==> config.mk <==
export PLATFORM = sky130hd
export DESIGN_NAME = hpdc_host_port
export DESIGN_NICKNAME = d
export VERILOG_FILES = /design/src/rtl/hpdc_pkg.sv /design/src/rtl/hpdc_host_port.sv
export SDC_FILE = /design/constraint.sdc
export NUM_CORES = 1
export LEC_CHECK = 0
export BUFFER_PORTS_ARGS = -buffer_cell sky130_fd_sc_hd__buf_2
export CELL_PAD_IN_SITES_DETAIL_PLACEMENT = 1
export CELL_PAD_IN_SITES_GLOBAL_PLACEMENT = 1
export CORE_MARGIN = 8
export CORE_UTILIZATION = 30
export CTS_CLUSTER_DIAMETER = 40
export DETAILED_ROUTE_END_ITERATION = 10
export PLACE_DENSITY_LB_ADDON = 0.1
export SLEW_MARGIN = 15
export SYNTH_ARGS = -nofsm -noshare
export SYNTH_HDL_FRONTEND = slang
export SYNTH_SLANG_ARGS = --single-unit
==> constraint.sdc <==
create_clock -name clk -period 4.5 [get_ports clk]
set_clock_uncertainty 0.05 [all_clocks]
set_input_delay 0.675 -clock clk [delete_from_list [all_inputs] [get_ports clk]]
set_output_delay 0.675 -clock clk [all_outputs]
set_load 0.02 [all_outputs]
==> src/rtl/hpdc_pkg.sv <==
// constants for the host port request and dma control block
package hpdc_pkg;

   // ------------------------------------------------------------------
   // register select codes on the host side
   // ------------------------------------------------------------------
   localparam logic [2:0] HPDC_ADDR_CONTROL = 3'h0;   // host_interrupt_control
   localparam logic [2:0] HPDC_ADDR_STATUS  = 3'h2;   // host_side_status
   localparam logic [2:0] HPDC_ADDR_HIGH    = 3'h5;   // high data byte
   localparam logic [2:0] HPDC_ADDR_MID     = 3'h6;   // middle data byte
   localparam logic [2:0] HPDC_ADDR_LOW     = 3'h7;   // low data byte

   // ------------------------------------------------------------------
   // control register field positions
   // ------------------------------------------------------------------
   localparam int HPDC_BIT_RX_ENABLE = 0;   // receive_request_enable
   localparam int HPDC_BIT_TX_ENABLE = 1;   // transmit_request_enable
   localparam int HPDC_BIT_FLAG_ZERO = 3;   // host_flag_zero
   localparam int HPDC_BIT_FLAG_ONE  = 4;   // host_flag_one
   localparam int HPDC_BIT_MODE_LOW  = 5;   // mode_select_low
   localparam int HPDC_BIT_MODE_HIGH = 6;   // mode_select_high
   localparam int HPDC_BIT_INIT      = 7;   // initialise command

   // ------------------------------------------------------------------
   // status register field positions
   // ------------------------------------------------------------------
   localparam int HPDC_STAT_RX_FULL  = 0;
   localparam int HPDC_STAT_TX_EMPTY = 1;
   localparam int HPDC_STAT_TX_READY = 2;
   localparam int HPDC_STAT_FLAG_TWO = 3;
   localparam int HPDC_STAT_FLAG_THR = 4;
   localparam int HPDC_STAT_DMA      = 6;
   localparam int HPDC_STAT_REQUEST  = 7;

   // ------------------------------------------------------------------
   // reset values and codes
   // ------------------------------------------------------------------
   localparam logic [7:0] HPDC_CONTROL_RESET = 8'h00;
   localparam logic [1:0] HPDC_MODE_INTR     = 2'h0;   // interrupt mode, dma off
   localparam logic [1:0] HPDC_COUNT_LAST    = 2'h3;   // low byte register
   localparam logic [1:0] HPDC_COUNT_RESET   = 2'h0;
   localparam int         HPDC_FIFO_DEPTH    = 2;
   localparam logic [1:0] HPDC_FIFO_FULL     = 2'h2;

endpackage

==> src/rtl/hpdc_host_port.sv <==
// host port control register, request line, dma address counter and data path
//
// Notes on behaviour
// - eight-bit control register, host side only
// - receive enable gates receive-full onto request
// - transmit enable gates transmit-empty onto request
// - dma: exactly one enable picks direction
// - bit two reads as zero
// - two host flags reach dsp status
// - mode field: interrupt, 24, 16, 8-bit dma
// - interrupt mode: acknowledge is vector acknowledge
// - dma: acknowledge drives or captures data byte
// - counter replaces low select bits, top forced
// - counter advances, reloads mode after low byte
// - init set by host, cleared when done
// - interrupt-mode init zeroes counter, clears channels
// - dma-mode init loads mode into counter
// - init waits for word transfer to finish
// - resets clear enables, flags, mode, init
// - receive-full sets on load, clears on low read
// - transmit-empty sets on move, clears low write
`timescale 1ns/1ns
module hpdc_host_port
   import hpdc_pkg::*;
(
   input  wire logic        clk,            // 25 MHz clock
   input  wire logic        nrst,           // asynchronous reset, active low
   input  wire logic        softResetN,     // software/individual/stop reset, active low
   input  wire logic        hostSelect,     // host register access strobe
   input  wire logic        hostWrite,      // 1 write, 0 read
   input  wire logic [2:0]  hostAddr,       // register select bits
   input  wire logic [7:0]  hostWrData,     // host data bus in
   input  wire logic        hostAckN,       // host_acknowledge_input, active low
   output logic      [7:0]  hostRdData,     // host data bus out
   output logic             hostDataOe,     // host data bus drive enable
   output logic             hostRequestN,   // host_request_line, active low
   output logic             vectorAck,      // interrupt acknowledge pulse
   output logic             hostFlagZero,   // flag bit to dsp status
   output logic             hostFlagOne,    // flag bit to dsp status
   input  wire logic        dspFlagTwo,     // dsp flag shown to host
   input  wire logic        dspFlagThree,   // dsp flag shown to host
   input  wire logic        dspTxValid,     // dsp offers a word to host
   input  wire logic [23:0] dspTxData,      // dsp word to host
   output logic             dspTxReady,     // buffer has room
   output logic             dspRxValid,     // dsp_side_receive_full
   output logic      [23:0] dspRxData,      // word from host
   input  wire logic        dspRxReady      // dsp takes the word
);

   // ------------------------------------------------------------------
   // reset synchroniser
   // ------------------------------------------------------------------
   logic       rstMeta;
   logic       rstSync;
   logic       rst;
   // two flops release the reset
   always_ff @(posedge clk or negedge nrst) begin
      if (!nrst) begin
         rstMeta <= 1'b0;
         rstSync <= 1'b0;
      end else begin
         rstMeta <= 1'b1;
         rstSync <= rstMeta;
      end
   end
   assign rst = !rstSync || !softResetN;

   // ------------------------------------------------------------------
   // state
   // ------------------------------------------------------------------
   logic        rxEnable;       // receive_request_enable
   logic        txEnable;       // transmit_request_enable
   logic [1:0]  modeSel;        // mode_select_high, mode_select_low
   logic        initBit;        // initialise command pending
   logic        rxFull;         // receive_full_flag
   logic        txEmpty;        // transmit_empty_flag
   logic [1:0]  addrCount;      // dma address counter
   logic        wordBusy;       // dma word partly moved
   logic        ackPrev;        // acknowledge seen last cycle
   logic [7:0]  rxByte [3];     // receive bytes high, mid, low
   logic [7:0]  txByte [3];     // transmit bytes high, mid, low
   logic [23:0] fifoMem [HPDC_FIFO_DEPTH];
   logic        fifoWrPtr;
   logic        fifoRdPtr;
   logic [1:0]  fifoCount;

   // ------------------------------------------------------------------
   // decode
   // ------------------------------------------------------------------
   logic       dmaMode;
   logic       ackActive;
   logic       ackStart;
   logic       ackEnd;
   logic       dmaAck;
   logic       dirRx;
   logic       dirTx;
   logic [2:0] effAddr;
   logic       effWrite;
   logic       accessHit;
   logic       ctrlWrite;
   logic       byteWrite;
   logic       lowRead;
   logic       lowWrite;
   logic       initRun;
   logic       initRx;
   logic       initTx;
   logic       moveRx;
   logic       moveTx;
   logic       fifoValid;
   logic       fifoPush;
   logic       fifoPop;
   logic [1:0] byteIdx;
   logic       reqLevel;
   logic [7:0] controlValue;
   logic [7:0] statusValue;
   logic [7:0] readMux;
   logic [1:0] next_addrCount;
   logic [1:0] next_fifoCount;
   assign dmaMode   = (modeSel != HPDC_MODE_INTR);
   assign ackActive = !hostAckN;
   assign ackStart  = ackActive && !ackPrev;
   assign ackEnd    = !ackActive && ackPrev;
   assign dmaAck    = dmaMode && ackActive;
   // direction from the single active enable
   assign dirRx     = rxEnable && !txEnable;
   assign dirTx     = txEnable && !rxEnable;
   // counter stands in for the low select bits
   assign effAddr   = dmaAck ? {1'b1, addrCount} : hostAddr;
   assign effWrite  = dmaAck ? dirTx : hostWrite;
   assign accessHit = dmaAck ? ackStart && (dirRx || dirTx) : hostSelect;
   // only the host bus reaches the control register
   assign ctrlWrite = accessHit && effWrite && (effAddr == HPDC_ADDR_CONTROL);
   assign byteWrite = accessHit && effWrite && effAddr[2] && (effAddr[1:0] != 2'h0);
   assign lowRead   = accessHit && !effWrite && (effAddr == HPDC_ADDR_LOW);
   assign lowWrite  = accessHit && effWrite && (effAddr == HPDC_ADDR_LOW);
   assign byteIdx   = effAddr[1:0] - 2'h1;
   // init held off while a dma word is moving
   assign initRun   = initBit && !(dmaMode && wordBusy) && !ackActive;
   // channel clears picked by the enables
   assign initRx    = initRun && rxEnable && !(dmaMode && txEnable);
   assign initTx    = initRun && txEnable && !(dmaMode && rxEnable);
   // buffer and channel moves
   assign fifoValid = (fifoCount != 2'h0);
   assign fifoPush  = dspTxValid && dspTxReady && !initRx;
   // dsp word loads the receive bytes
   assign moveRx    = fifoValid && !rxFull && !initRun && !dmaAck;
   assign fifoPop   = moveRx;
   // transmit bytes move to the dsp side
   assign moveTx    = !txEmpty && !dspRxValid && !initRun && !dmaAck;
   assign reqLevel  = dmaMode ? ((dirRx && rxFull) || (dirTx && txEmpty))
                              : ((rxEnable && rxFull) || (txEnable && txEmpty));
   assign controlValue = {initBit, modeSel, hostFlagOne, hostFlagZero, 1'b0,
                          txEnable, rxEnable};
   assign statusValue  = {!hostRequestN, dmaMode, 1'b0, dspFlagThree, dspFlagTwo,
                          txEmpty && !dspRxValid, txEmpty, rxFull};
   assign readMux = (effAddr == HPDC_ADDR_CONTROL) ? controlValue :
                    (effAddr == HPDC_ADDR_STATUS)  ? statusValue  :
                    (effAddr[2] && effAddr[1:0] != 2'h0) ? rxByte[byteIdx] : 8'h00;
   // advance or reload from the mode field
   assign next_addrCount = (addrCount == HPDC_COUNT_LAST) ? modeSel
                                                          : addrCount + 2'h1;
   assign next_fifoCount = fifoCount + {1'b0, fifoPush} - {1'b0, fifoPop};

   // ------------------------------------------------------------------
   // control register
   // ------------------------------------------------------------------
   // resets clear the writable fields
   always_ff @(posedge clk or negedge nrst) begin
      if (!nrst) begin
         {initBit, modeSel, hostFlagOne, hostFlagZero} <= 5'h00;
         {txEnable, rxEnable}                          <= 2'h0;
      end else if (rst) begin
         {initBit, modeSel, hostFlagOne, hostFlagZero} <= 5'h00;
         {txEnable, rxEnable}                          <= 2'h0;
      end else if (ctrlWrite) begin
         // host flags from the host write
         rxEnable     <= hostWrData[HPDC_BIT_RX_ENABLE];
         txEnable     <= hostWrData[HPDC_BIT_TX_ENABLE];
         hostFlagZero <= hostWrData[HPDC_BIT_FLAG_ZERO];
         hostFlagOne  <= hostWrData[HPDC_BIT_FLAG_ONE];
         modeSel      <= {hostWrData[HPDC_BIT_MODE_HIGH], hostWrData[HPDC_BIT_MODE_LOW]};
         initBit      <= hostWrData[HPDC_BIT_INIT];
      end else if (initRun) begin
         initBit <= 1'b0;
      end
   end

   // ------------------------------------------------------------------
   // dma address counter and word tracking
   // ------------------------------------------------------------------
   always_ff @(posedge clk or negedge nrst) begin
      if (!nrst) begin
         addrCount <= HPDC_COUNT_RESET;
         wordBusy  <= 1'b0;
         ackPrev   <= 1'b0;
      end else if (rst) begin
         addrCount <= HPDC_COUNT_RESET;
         wordBusy  <= 1'b0;
         ackPrev   <= 1'b0;
      end else begin
         ackPrev <= ackActive;
         if (initRun) begin
            addrCount <= dmaMode ? modeSel : HPDC_COUNT_RESET;
            wordBusy  <= 1'b0;
         end else if (dmaMode && ackEnd) begin
            addrCount <= next_addrCount;
            wordBusy  <= (addrCount != HPDC_COUNT_LAST);
         end
      end
   end

   // ------------------------------------------------------------------
   // host side flags
   // ------------------------------------------------------------------
   always_ff @(posedge clk or negedge nrst) begin
      if (!nrst) begin
         rxFull  <= 1'b0;
         txEmpty <= 1'b1;
      end else if (rst) begin
         rxFull  <= 1'b0;
         txEmpty <= 1'b1;
      end else begin
         // load sets, low byte read clears
         if (initRx || lowRead)
            rxFull <= 1'b0;
         if (moveRx)
            rxFull <= 1'b1;
         // move sets, low byte write clears
         if (lowWrite)
            txEmpty <= 1'b0;
         if (moveTx || initTx)
            txEmpty <= 1'b1;
      end
   end

   // ------------------------------------------------------------------
   // data byte registers
   // ------------------------------------------------------------------
   genvar gi;
   generate
      for (gi = 0; gi < 3; gi++) begin : g_byte
         // capture or load one byte lane
         always_ff @(posedge clk or negedge nrst) begin
            if (!nrst) begin
               rxByte[gi] <= 8'h00;
               txByte[gi] <= 8'h00;
            end else begin
               if (moveRx)
                  rxByte[gi] <= fifoMem[fifoRdPtr][23-8*gi -: 8];
               if (byteWrite && byteIdx == 2'(gi))
                  txByte[gi] <= hostWrData;
            end
         end
      end
   endgenerate

   // ------------------------------------------------------------------
   // two-entry buffer from dsp to host
   // ------------------------------------------------------------------
   always_ff @(posedge clk) begin
      if (fifoPush)
         fifoMem[fifoWrPtr] <= dspTxData;
   end
   // pointers, count and registered ready
   always_ff @(posedge clk or negedge nrst) begin
      if (!nrst) begin
         fifoWrPtr  <= 1'b0;
         fifoRdPtr  <= 1'b0;
         fifoCount  <= 2'h0;
         dspTxReady <= 1'b0;
      end else if (rst || initRx) begin
         // receive init empties the dsp transmit side
         fifoWrPtr  <= 1'b0;
         fifoRdPtr  <= 1'b0;
         fifoCount  <= 2'h0;
         dspTxReady <= !rst;
      end else begin
         if (fifoPush)
            fifoWrPtr <= !fifoWrPtr;
         if (fifoPop)
            fifoRdPtr <= !fifoRdPtr;
         fifoCount  <= next_fifoCount;
         dspTxReady <= (next_fifoCount != HPDC_FIFO_FULL);
      end
   end

   // ------------------------------------------------------------------
   // dsp receive register
   // ------------------------------------------------------------------
   always_ff @(posedge clk or negedge nrst) begin
      if (!nrst) begin
         dspRxValid <= 1'b0;
         dspRxData  <= 24'h00_0000;
      end else if (rst || initTx) begin
         dspRxValid <= 1'b0;
      end else if (moveTx) begin
         dspRxValid <= 1'b1;
         dspRxData  <= {txByte[0], txByte[1], txByte[2]};
      end else if (dspRxReady) begin
         dspRxValid <= 1'b0;
      end
   end

   // ------------------------------------------------------------------
   // host bus outputs and request line
   // ------------------------------------------------------------------
   always_ff @(posedge clk or negedge nrst) begin
      if (!nrst) begin
         hostRdData   <= 8'h00;
         hostDataOe   <= 1'b0;
         hostRequestN <= 1'b1;
         vectorAck    <= 1'b0;
      end else if (rst) begin
         hostRdData   <= 8'h00;
         hostDataOe   <= 1'b0;
         hostRequestN <= 1'b1;
         vectorAck    <= 1'b0;
      end else begin
         // drive the selected byte during host or dma read
         if (accessHit && !effWrite)
            hostRdData <= readMux;
         hostDataOe   <= (hostSelect && !hostWrite) || (dmaAck && dirRx);
         hostRequestN <= !reqLevel;
         vectorAck    <= !dmaMode && ackStart;
      end
   end

endmodule // hpdc_host_port

==> out/qor.json, run 1 <==
{
  "setup_tns": {"value": 0, "unit": "ns"},
  "synth_edf_count": {"value": 48},
  "core_area": {"value": 0.0216, "unit": "sq mm"},
  "max-vdd-ir-drop": {"value": 0.247, "unit": "mV"},
  "synth_nets": {"value": 538},
  "detail_route.wl_per_cell": {"value": 18.8, "unit": "um"},
  "layout.cells.most_common": {"value": "sky130_fd_sc_hd__dfrtp_1"},
  "grt_overflow": {"value": 0},
  "grt_start_max_net_pins": {"value": 73},
  "finalNetCount": {"value": 622},
  "post_cts_hold_buffer_count": {"value": 0},
  "max-slew-margin-rel": {"value": 36.9, "unit": "%"},
  "synth_cell_type_count": {"value": 53},
  "power_density": {"value": 461, "unit": "mW/mm^2"},
  "clockBufferDepth": {"value": 2},
  "finalWirelength": {"value": 16200, "unit": "um"},
  "vias_per_cell": {"value": 4.77},
  "io_buffer_count": {"value": 83},
  "drt.antenna.violating_nets": {"value": 0},
  "clock_insertion_delay_worst_skew": {"value": 0.42, "unit": "ns"},
  "rsz0062_at_grt": {"value": "no"},
  "yosysWarningCount": {"value": 0},
  "wire_length_of_the_first_global_routing_pass": {"value": 26100, "unit": "um"},
  "post-cts-setup-buffer-count": {"value": 0},
  "top_level_ports": {"value": 84},
  "antenna_found_initial": {"value": 0},
  "remaining_drc_errors": {"value": 0},
  "cts_resized": {"value": 0},
  "cts_tree": {"value": "yes"},
  "synth_seq_cells": {"value": 152},
  "rows": {"value": 54},
  "dieWidth": {"value": 164, "unit": "um"},
  "setup-violations-final": {"value": 0},
  "starting_density_of_the_core": {"value": 30.3, "unit": "%"},
  "critPathRequiredTime": {"value": 4.73, "unit": "ns"},
  "htreeDepth": {"value": 4},
  "setup.worst_path.class": {"value": "reg -> reg"},
  "firstDrtPassIters": {"value": 4},
  "crit_path_top_delay_cell": {"value": "sky130_fd_sc_hd__ha_1"},
  "num_antenna_cells": {"value": 0},
  "timing.critical_path.slowest_cell_delay": {"value": 0.62, "unit": "ns"},
  "syn_avg_cell_area": {"value": 13.6, "unit": "sq um"},
  "cts.root.buffer_cell": {"value": "sky130_fd_sc_hd__clkbuf_16"},
  "syn-instance-count": {"value": 484},
  "timing.final.crit_period": {"value": 3.56, "unit": "ns"},
  "worst_setup_hold_path_clk_slew": {"value": 0.06, "unit": "ns"},
  "cts-buffers-inserted": {"value": 17},
  "async_reset_ff_share": {"value": 68.4, "unit": "%"},
  "setup.worst_path.end_class": {"value": "flip-flop"},
  "most_common_flop_cell_mapped_by_yosys": {"value": "sky130_fd_sc_hd__dfrtp_1"},
  "drive_gt1_share": {"value": 32.0, "unit": "%"},
  "maximum_net_fanout_on_the_critical_path": {"value": 16},
  "max_slew.worst_pin.slew": {"value": 0.947, "unit": "ns"},
  "vias": {"value": 4103},
  "die-height": {"value": 164, "unit": "um"},
  "number_of_global_route_vias_before_repair": {"value": 4517},
  "layout-area-overhead-vs-synth": {"value": 19.2, "unit": "%"},
  "p_leak": {"value": 3.33, "unit": "nW"},
  "ys_seq_area_share": {"value": 61.7, "unit": "%"},
  "detail_route.iter0.violations": {"value": 192},
  "run_status": {"value": "complete, no violations"},
  "worstPathCellList": {"value": "o21bai_2, mux2i_4, ha_1, nand3b_1, nor3_4, mux2i_1, nor2_1"},
  "report.final.slew_viol_count": {"value": 0},
  "worst-path-buf-inv": {"value": 0},
  "report.power.total": {"value": 3.61, "unit": "mW"},
  "clkSinkCount": {"value": 152},
  "grt_use_total": {"value": 12.7, "unit": "%"},
  "worst_hold_path.num_cells": {"value": 0},
  "hpwl": {"value": 11500, "unit": "um"},
  "reg2reg_depth": {"value": 7},
  "layout_worst_path_cycle_share": {"value": 79.2, "unit": "%"},
  "die_area": {"value": 0.0269, "unit": "sq mm"},
  "worstPathArrival": {"value": 3.80, "unit": "ns"},
  "timing.hold.worst.class": {"value": "reg -> reg"},
  "syn_area": {"value": 0.00656, "unit": "sq mm"},
  "critical_path_depth": {"value": 7},
  "max_cap_viol_count": {"value": 0},
  "setup.worst_path.start_class": {"value": "flip-flop"},
  "gpl.final_weighted_congestion": {"value": 0.760},
  "clock.fmax": {"value": 0.281, "unit": "GHz"},
  "layout_common_cells": {"value": "sky130_fd_sc_hd__dfrtp_1 (102), sky130_fd_sc_hd__buf_2 (82), sky130_fd_sc_hd__edfxtp_1 (48)"},
  "hold_violations": {"value": 0},
  "top_delay_family_on_crit_path": {"value": "simple AND/OR/NAND/NOR gates"}
}
## cells in the mapped netlist (5+ instances only)
library cell	count	area share, %
sky130_fd_sc_hd__nand2_1	24	1.4
sky130_fd_sc_hd__mux2_2	27	4.6
sky130_fd_sc_hd__ha_1	9	1.7
sky130_fd_sc_hd__nor2b_1	5	0.48
sky130_fd_sc_hd__o21ai_0	9	0.69
sky130_fd_sc_hd__edfxtp_1	48	22
sky130_fd_sc_hd__mux2_4	24	5.5
sky130_fd_sc_hd__dfrtp_1	102	39
sky130_fd_sc_hd__nor2_1	49	2.8
sky130_fd_sc_hd__clkbuf_1	9	0.51
sky130_fd_sc_hd__nand3_1	14	1.1
sky130_fd_sc_hd__a21oi_1	34	2.6
sky130_fd_sc_hd__buf_2	7	0.53
sky130_fd_sc_hd__inv_1	7	0.40
sky130_fd_sc_hd__mux2i_1	37	5.6
## stage by stage
stage               util [%]  area [sq um]  worst slack [ns]  hold WS, ns  std cells
detailed placement      33.5          7230             0.810        0.291        829
global placement        33.5          7230             0.961        0.287        829
floorplan                  -          6560              1.75        0.281        484
CTS                     36.2          7820             0.938        0.306        861
finish                  36.2          7820             0.937        0.302        861
global route            36.2          7820             0.625        0.319        861
## layer usage
metal  routed length [um]  GRT usage, %
met3                  620          3.33
met4                  223          4.38
met5                    0             0
met2                 7830          20.5
met1                 7510          16.2
## cell type report
class,instances,area [sq um]
sequential,152,4050
clock inverter,14,149
fill,2355,13800
timing repair buffer,88,455
multi-input combinational,302,2360
inverter,7,26.3
tap,280,350
clock buffer,18,439
## worst paths after layout
path	from	to	slack, ns
setup / recovery	modeSel[0]$_DFFE_PN0P_	hostFlagZero$_DFFE_PN0P_	0.94
hold / removal	rstMeta$_DFF_PN0_	rstSync$_DFF_PN0_	0.30
setup reg to reg	modeSel[0]$_DFFE_PN0P_	hostFlagZero$_DFFE_PN0P_	0.94
hold reg to reg	rstMeta$_DFF_PN0_	rstSync$_DFF_PN0_	0.30
max in group asynchronous	nrst	dspRxData[22]$_DFFE_PN0P_	3.04
min in group asynchronous	nrst	dspTxReady$_DFF_PN0_	0.36
## power by group
group / switching [mW] / internal [mW]
registers: 0.121 / 1.61
logic: 0.231 / 0.216
clock network: 0.631 / 0.799
## state kept, by name (all words and copies together), names as in the netlist, 2 cells and up
register,count
fifoMem,48
dspRxData,24
rxByte,24
txByte,24
hostRdData,8
addrCount,2
fifoCount,2
modeSel,2
## cells by family (layout without fill, tap and decap cells)
family                   after synthesis  in the layout  synth area share [%]
AO/OA/AOI/OAI                         74             74                  7.30
XOR/XNOR                               4              4                 0.534
adder cells (fa/ha/maj)                9              9                  1.72
buffers and inverters                 30            127                  2.50
flip-flops                           152            152                  61.7
multiplexers                          91             91                  16.8
other                                  1              1                0.0572
AND/OR/NAND/NOR                      123            123                  9.42
## worst register-to-register path: stages, from the launching register on
cell and delay, ns:
sky130_fd_sc_hd__dfrtp_1 0.49, sky130_fd_sc_hd__o21bai_2 0.51, sky130_fd_sc_hd__mux2i_4 0.54, sky130_fd_sc_hd__ha_1 0.62, sky130_fd_sc_hd__nand3b_1 0.39, sky130_fd_sc_hd__nor3_4 0.50, sky130_fd_sc_hd__mux2i_1 0.25, sky130_fd_sc_hd__nor2_1 0.05
(Power assumes the default switching activity.)
==> run 2, diff against run 1 <==
==> constraint.sdc (replaced) <==
create_clock -name clk -period 3.3 [get_ports clk]
set_clock_uncertainty 0.05 [all_clocks]
set_input_delay 0.495 -clock clk [delete_from_list [all_inputs] [get_ports clk]]
set_output_delay 0.495 -clock clk [all_outputs]
set_load 0.02 [all_outputs]
==> out/qor.json, run 2 (synthesis results as in run 1) <==
{
  "worstPathCellList": {"value": "o21bai_2, mux2i_4, ha_1, nand3b_1, nor3_4, mux2i_1, nor2_1"},
  "post_cts_hold_buffer_count": {"value": 0, "change": "unchanged"},
  "maximum_net_fanout_on_the_critical_path": {"value": 11, "change": "-5"},
  "vias": {"value": 4155, "change": "+1.3%"},
  "clock_insertion_delay_worst_skew": {"value": 0.42, "unit": "ns", "change": "about the same"},
  "detail_route.iter0.violations": {"value": 192, "change": "unchanged"},
  "critPathRequiredTime": {"value": 3.52, "unit": "ns", "change": "-1.21 ns"},
  "cts_tree": {"value": "yes"},
  "report.power.total": {"value": 4.92, "unit": "mW", "change": "+36%"},
  "clock.fmax": {"value": 0.340, "unit": "GHz", "change": "+21%"},
  "vias_per_cell": {"value": 4.75, "change": "-0.24%"},
  "cts.root.buffer_cell": {"value": "sky130_fd_sc_hd__clkbuf_16"},
  "crit_start": {"value": "modeSel[0]$_DFFE_PN0P_"},
  "power_density": {"value": 621, "unit": "mW/mm^2", "change": "+35%"},
  "hold_violations": {"value": 0, "change": "unchanged"},
  "non_filler_instances": {"value": 874, "change": "+1.5%"},
  "antenna_found_initial": {"value": 1, "change": "+1"},
  "finalWirelength": {"value": 16600, "unit": "um", "change": "+2.3%"},
  "max-slew-margin-rel": {"value": 49.3, "unit": "%", "change": "+12 points"},
  "timing.critical_path.slowest_cell_delay": {"value": 0.50, "unit": "ns", "change": "-0.12 ns"},
  "die-height": {"value": 164, "unit": "um", "change": "unchanged"},
  "top_delay_family_on_crit_path": {"value": "simple AND/OR/NAND/NOR gates"},
  "timing.final.ws_setup": {"value": 0.362, "unit": "ns", "change": "-0.574 ns"},
  "cts_resized": {"value": 0, "change": "unchanged"},
  "crit_path_top_delay_cell": {"value": "sky130_fd_sc_hd__o21bai_2"},
  "report.final.slew_viol_count": {"value": 0, "change": "unchanged"},
  "critical_path_depth": {"value": 7, "change": "unchanged"},
  "core_area": {"value": 0.0216, "unit": "sq mm", "change": "unchanged"},
  "top_level_ports": {"value": 84, "change": "unchanged"},
  "worstPathArrival": {"value": 3.16, "unit": "ns", "change": "-0.64 ns"},
  "final_cell_area": {"value": 0.00792, "unit": "sq mm", "change": "+1.2%"},
  "switching_share_of_power": {"value": 27.2, "unit": "%", "change": "about the same"},
  "p_leak": {"value": 3.40, "unit": "nW", "change": "+2.2%"},
  "rsz0062_at_grt": {"value": "no"},
  "worst-path-buf-inv": {"value": 0, "change": "unchanged"},
  "starting_density_of_the_core": {"value": 30.3, "unit": "%", "change": "unchanged"},
  "dieWidth": {"value": 164, "unit": "um", "change": "unchanged"},
  "clockBufferDepth": {"value": 2, "change": "unchanged"},
  "post-cts-setup-buffer-count": {"value": 0, "change": "unchanged"},
  "max-vdd-ir-drop": {"value": 0.342, "unit": "mV", "change": "+38%"},
  "layout.cells.most_common": {"value": "sky130_fd_sc_hd__dfrtp_1"},
  "htreeDepth": {"value": 4, "change": "unchanged"},
  "finalNetCount": {"value": 635, "change": "+2.1%"},
  "fin_util": {"value": 36.6, "unit": "%", "change": "+0.45 points"},
  "hpwl": {"value": 11800, "unit": "um", "change": "+2.6%"},
  "max_slew.worst_pin.slew": {"value": 0.758, "unit": "ns", "change": "-0.189 ns"},
  "rows": {"value": 54, "change": "unchanged"},
  "timing.hold.worst.class": {"value": "in -> async"},
  "dp_worst_setup_slack": {"value": 0.248, "unit": "ns", "change": "-0.562 ns"},
  "setup_tns": {"value": 0, "unit": "ns", "change": "unchanged"},
  "rr_startpoint": {"value": "modeSel[0]$_DFFE_PN0P_"},
  "setup.worst_path.start_class": {"value": "flip-flop"},
  "worst_setup_hold_path_clk_slew": {"value": 0.07, "unit": "ns", "change": "about the same"},
  "detail_route.wl_per_cell": {"value": 18.9, "unit": "um", "change": "+0.76%"},
  "dp_cell_count": {"value": 842, "change": "+1.6%"},
  "seq_power_share": {"value": 48.0, "unit": "%", "change": "about the same"},
  "wire_length_of_the_first_global_routing_pass": {"value": 27000, "unit": "um", "change": "+3.6%"},
  "firstDrtPassIters": {"value": 4, "change": "unchanged"},
  "number_of_global_route_vias_before_repair": {"value": 4664, "change": "+3.3%"},
  "grt_start_max_net_pins": {"value": 50, "change": "-32%"},
  "timing.hold.ws": {"value": 0.0590, "unit": "ns", "change": "-0.243 ns"},
  "remaining_drc_errors": {"value": 0, "change": "unchanged"},
  "gpl.final_weighted_congestion": {"value": 0.738, "change": "-2.9%"},
  "drive_gt1_share": {"value": 33.5, "unit": "%", "change": "+1.5 points"},
  "drt.antenna.violating_nets": {"value": 0, "change": "unchanged"},
  "p_switching": {"value": 1.34, "unit": "mW", "change": "+36%"},
  "dp_area": {"value": 0.00733, "unit": "sq mm", "change": "+1.3%"},
  "combPwrFrac": {"value": 12.5, "unit": "%", "change": "about the same"},
  "timing.final.crit_period": {"value": 2.94, "unit": "ns", "change": "-0.626 ns"},
  "layout_worst_path_cycle_share": {"value": 89.0, "unit": "%", "change": "+9.8 points"},
  "clkSinkCount": {"value": 152, "change": "unchanged"},
  "cts-buffers-inserted": {"value": 17, "change": "unchanged"},
  "grt_overflow": {"value": 0, "change": "unchanged"},
  "setup.worst_path.class": {"value": "reg -> reg"},
  "grt_use_total": {"value": 13.1, "unit": "%", "change": "+0.45 points"},
  "die_area": {"value": 0.0269, "unit": "sq mm", "change": "unchanged"},
  "setup-violations-final": {"value": 0, "change": "unchanged"},
  "run_status": {"value": "complete, no violations"},
  "setup.worst_path.end_class": {"value": "flip-flop"},
  "max_cap_viol_count": {"value": 0, "change": "unchanged"},
  "share_clk_of_total_power": {"value": 39.5, "unit": "%", "change": "about the same"},
  "layout_common_cells": {"value": "sky130_fd_sc_hd__dfrtp_1 (102), sky130_fd_sc_hd__buf_2 (82), sky130_fd_sc_hd__edfxtp_1 (48)"},
  "io_buffer_count": {"value": 83, "change": "unchanged"},
  "largest_register_ff_count": {"value": 48, "change": "unchanged"},
  "regMostFlops": {"value": "fifoMem"},
  "num_antenna_cells": {"value": 0, "change": "unchanged"},
  "power.internal": {"value": 3.58, "unit": "mW", "change": "+36%"},
  "layout-area-overhead-vs-synth": {"value": 20.7, "unit": "%"},
  "reg2reg_depth": {"value": 7, "change": "unchanged"}
}
-- run 2: cell count changes in the layout (fill, tap and decap cells not counted), sizes merged --
| cell | previous run | this run |
|---|---|---|
| inv | 16 | 17 |
| clkinvlp | 2 | 1 |
| buf | 88 | 101 |
-- run 2: routing by layer --
layer	wire length (um)	vias up	global-route usage [%]	share of wire, %
met1	7680	2116	17.3	46
met3	827	13	3.63	5.0
met5	13	-	0	0.079
met4	131	2	3.80	0.79
li1	-	1945	-	-
met2	7900	79	20.8	48
-- run 2: final cells by class --
cell class	instances	area (sq um)
clock buffer	18	433
sequential	152	4050
fill	2323	13700
timing repair buffer	101	553
clock inverter	14	155
multi-input combinational	302	2360
tap	280	350
inverter	7	26.3
-- run 2: final timing paths --
kind | end | slack (ns)
setup / recovery | modeSel[0]$_DFFE_PN0P_ | 0.36
hold / removal | rstSync$_DFF_PN0_ | 0.06
setup reg to reg | modeSel[0]$_DFFE_PN0P_ | 0.36
hold reg to reg | rstSync$_DFF_PN0_ | 0.31
max in group asynchronous | txByte[8]$_DFFE_PN0P_ | 2.26
min in group clk | fifoMem[0][13]$_DFFE_PP_ | 0.21
-- run 2: power by group through the flow --
stage               clock, mW  sequential [mW]  combinational [mW]
floorplan                   0             2.35               0.419
global placement            0             2.40               0.606
detailed placement          0             2.41               0.621
CTS                      2.01             2.37               0.630
global route             2.09             2.40               0.698
finish                   1.95             2.36               0.615
-- run 2: worst reg2reg max path, stage by stage, from the launching register on --
cell                       delay [ns]
sky130_fd_sc_hd__dfrtp_1         0.39
sky130_fd_sc_hd__o21bai_2        0.50
sky130_fd_sc_hd__mux2i_4         0.37
sky130_fd_sc_hd__ha_1            0.39
sky130_fd_sc_hd__nand3b_1        0.32
sky130_fd_sc_hd__nor3_4          0.48
sky130_fd_sc_hd__mux2i_1         0.24
sky130_fd_sc_hd__nor2_1          0.06
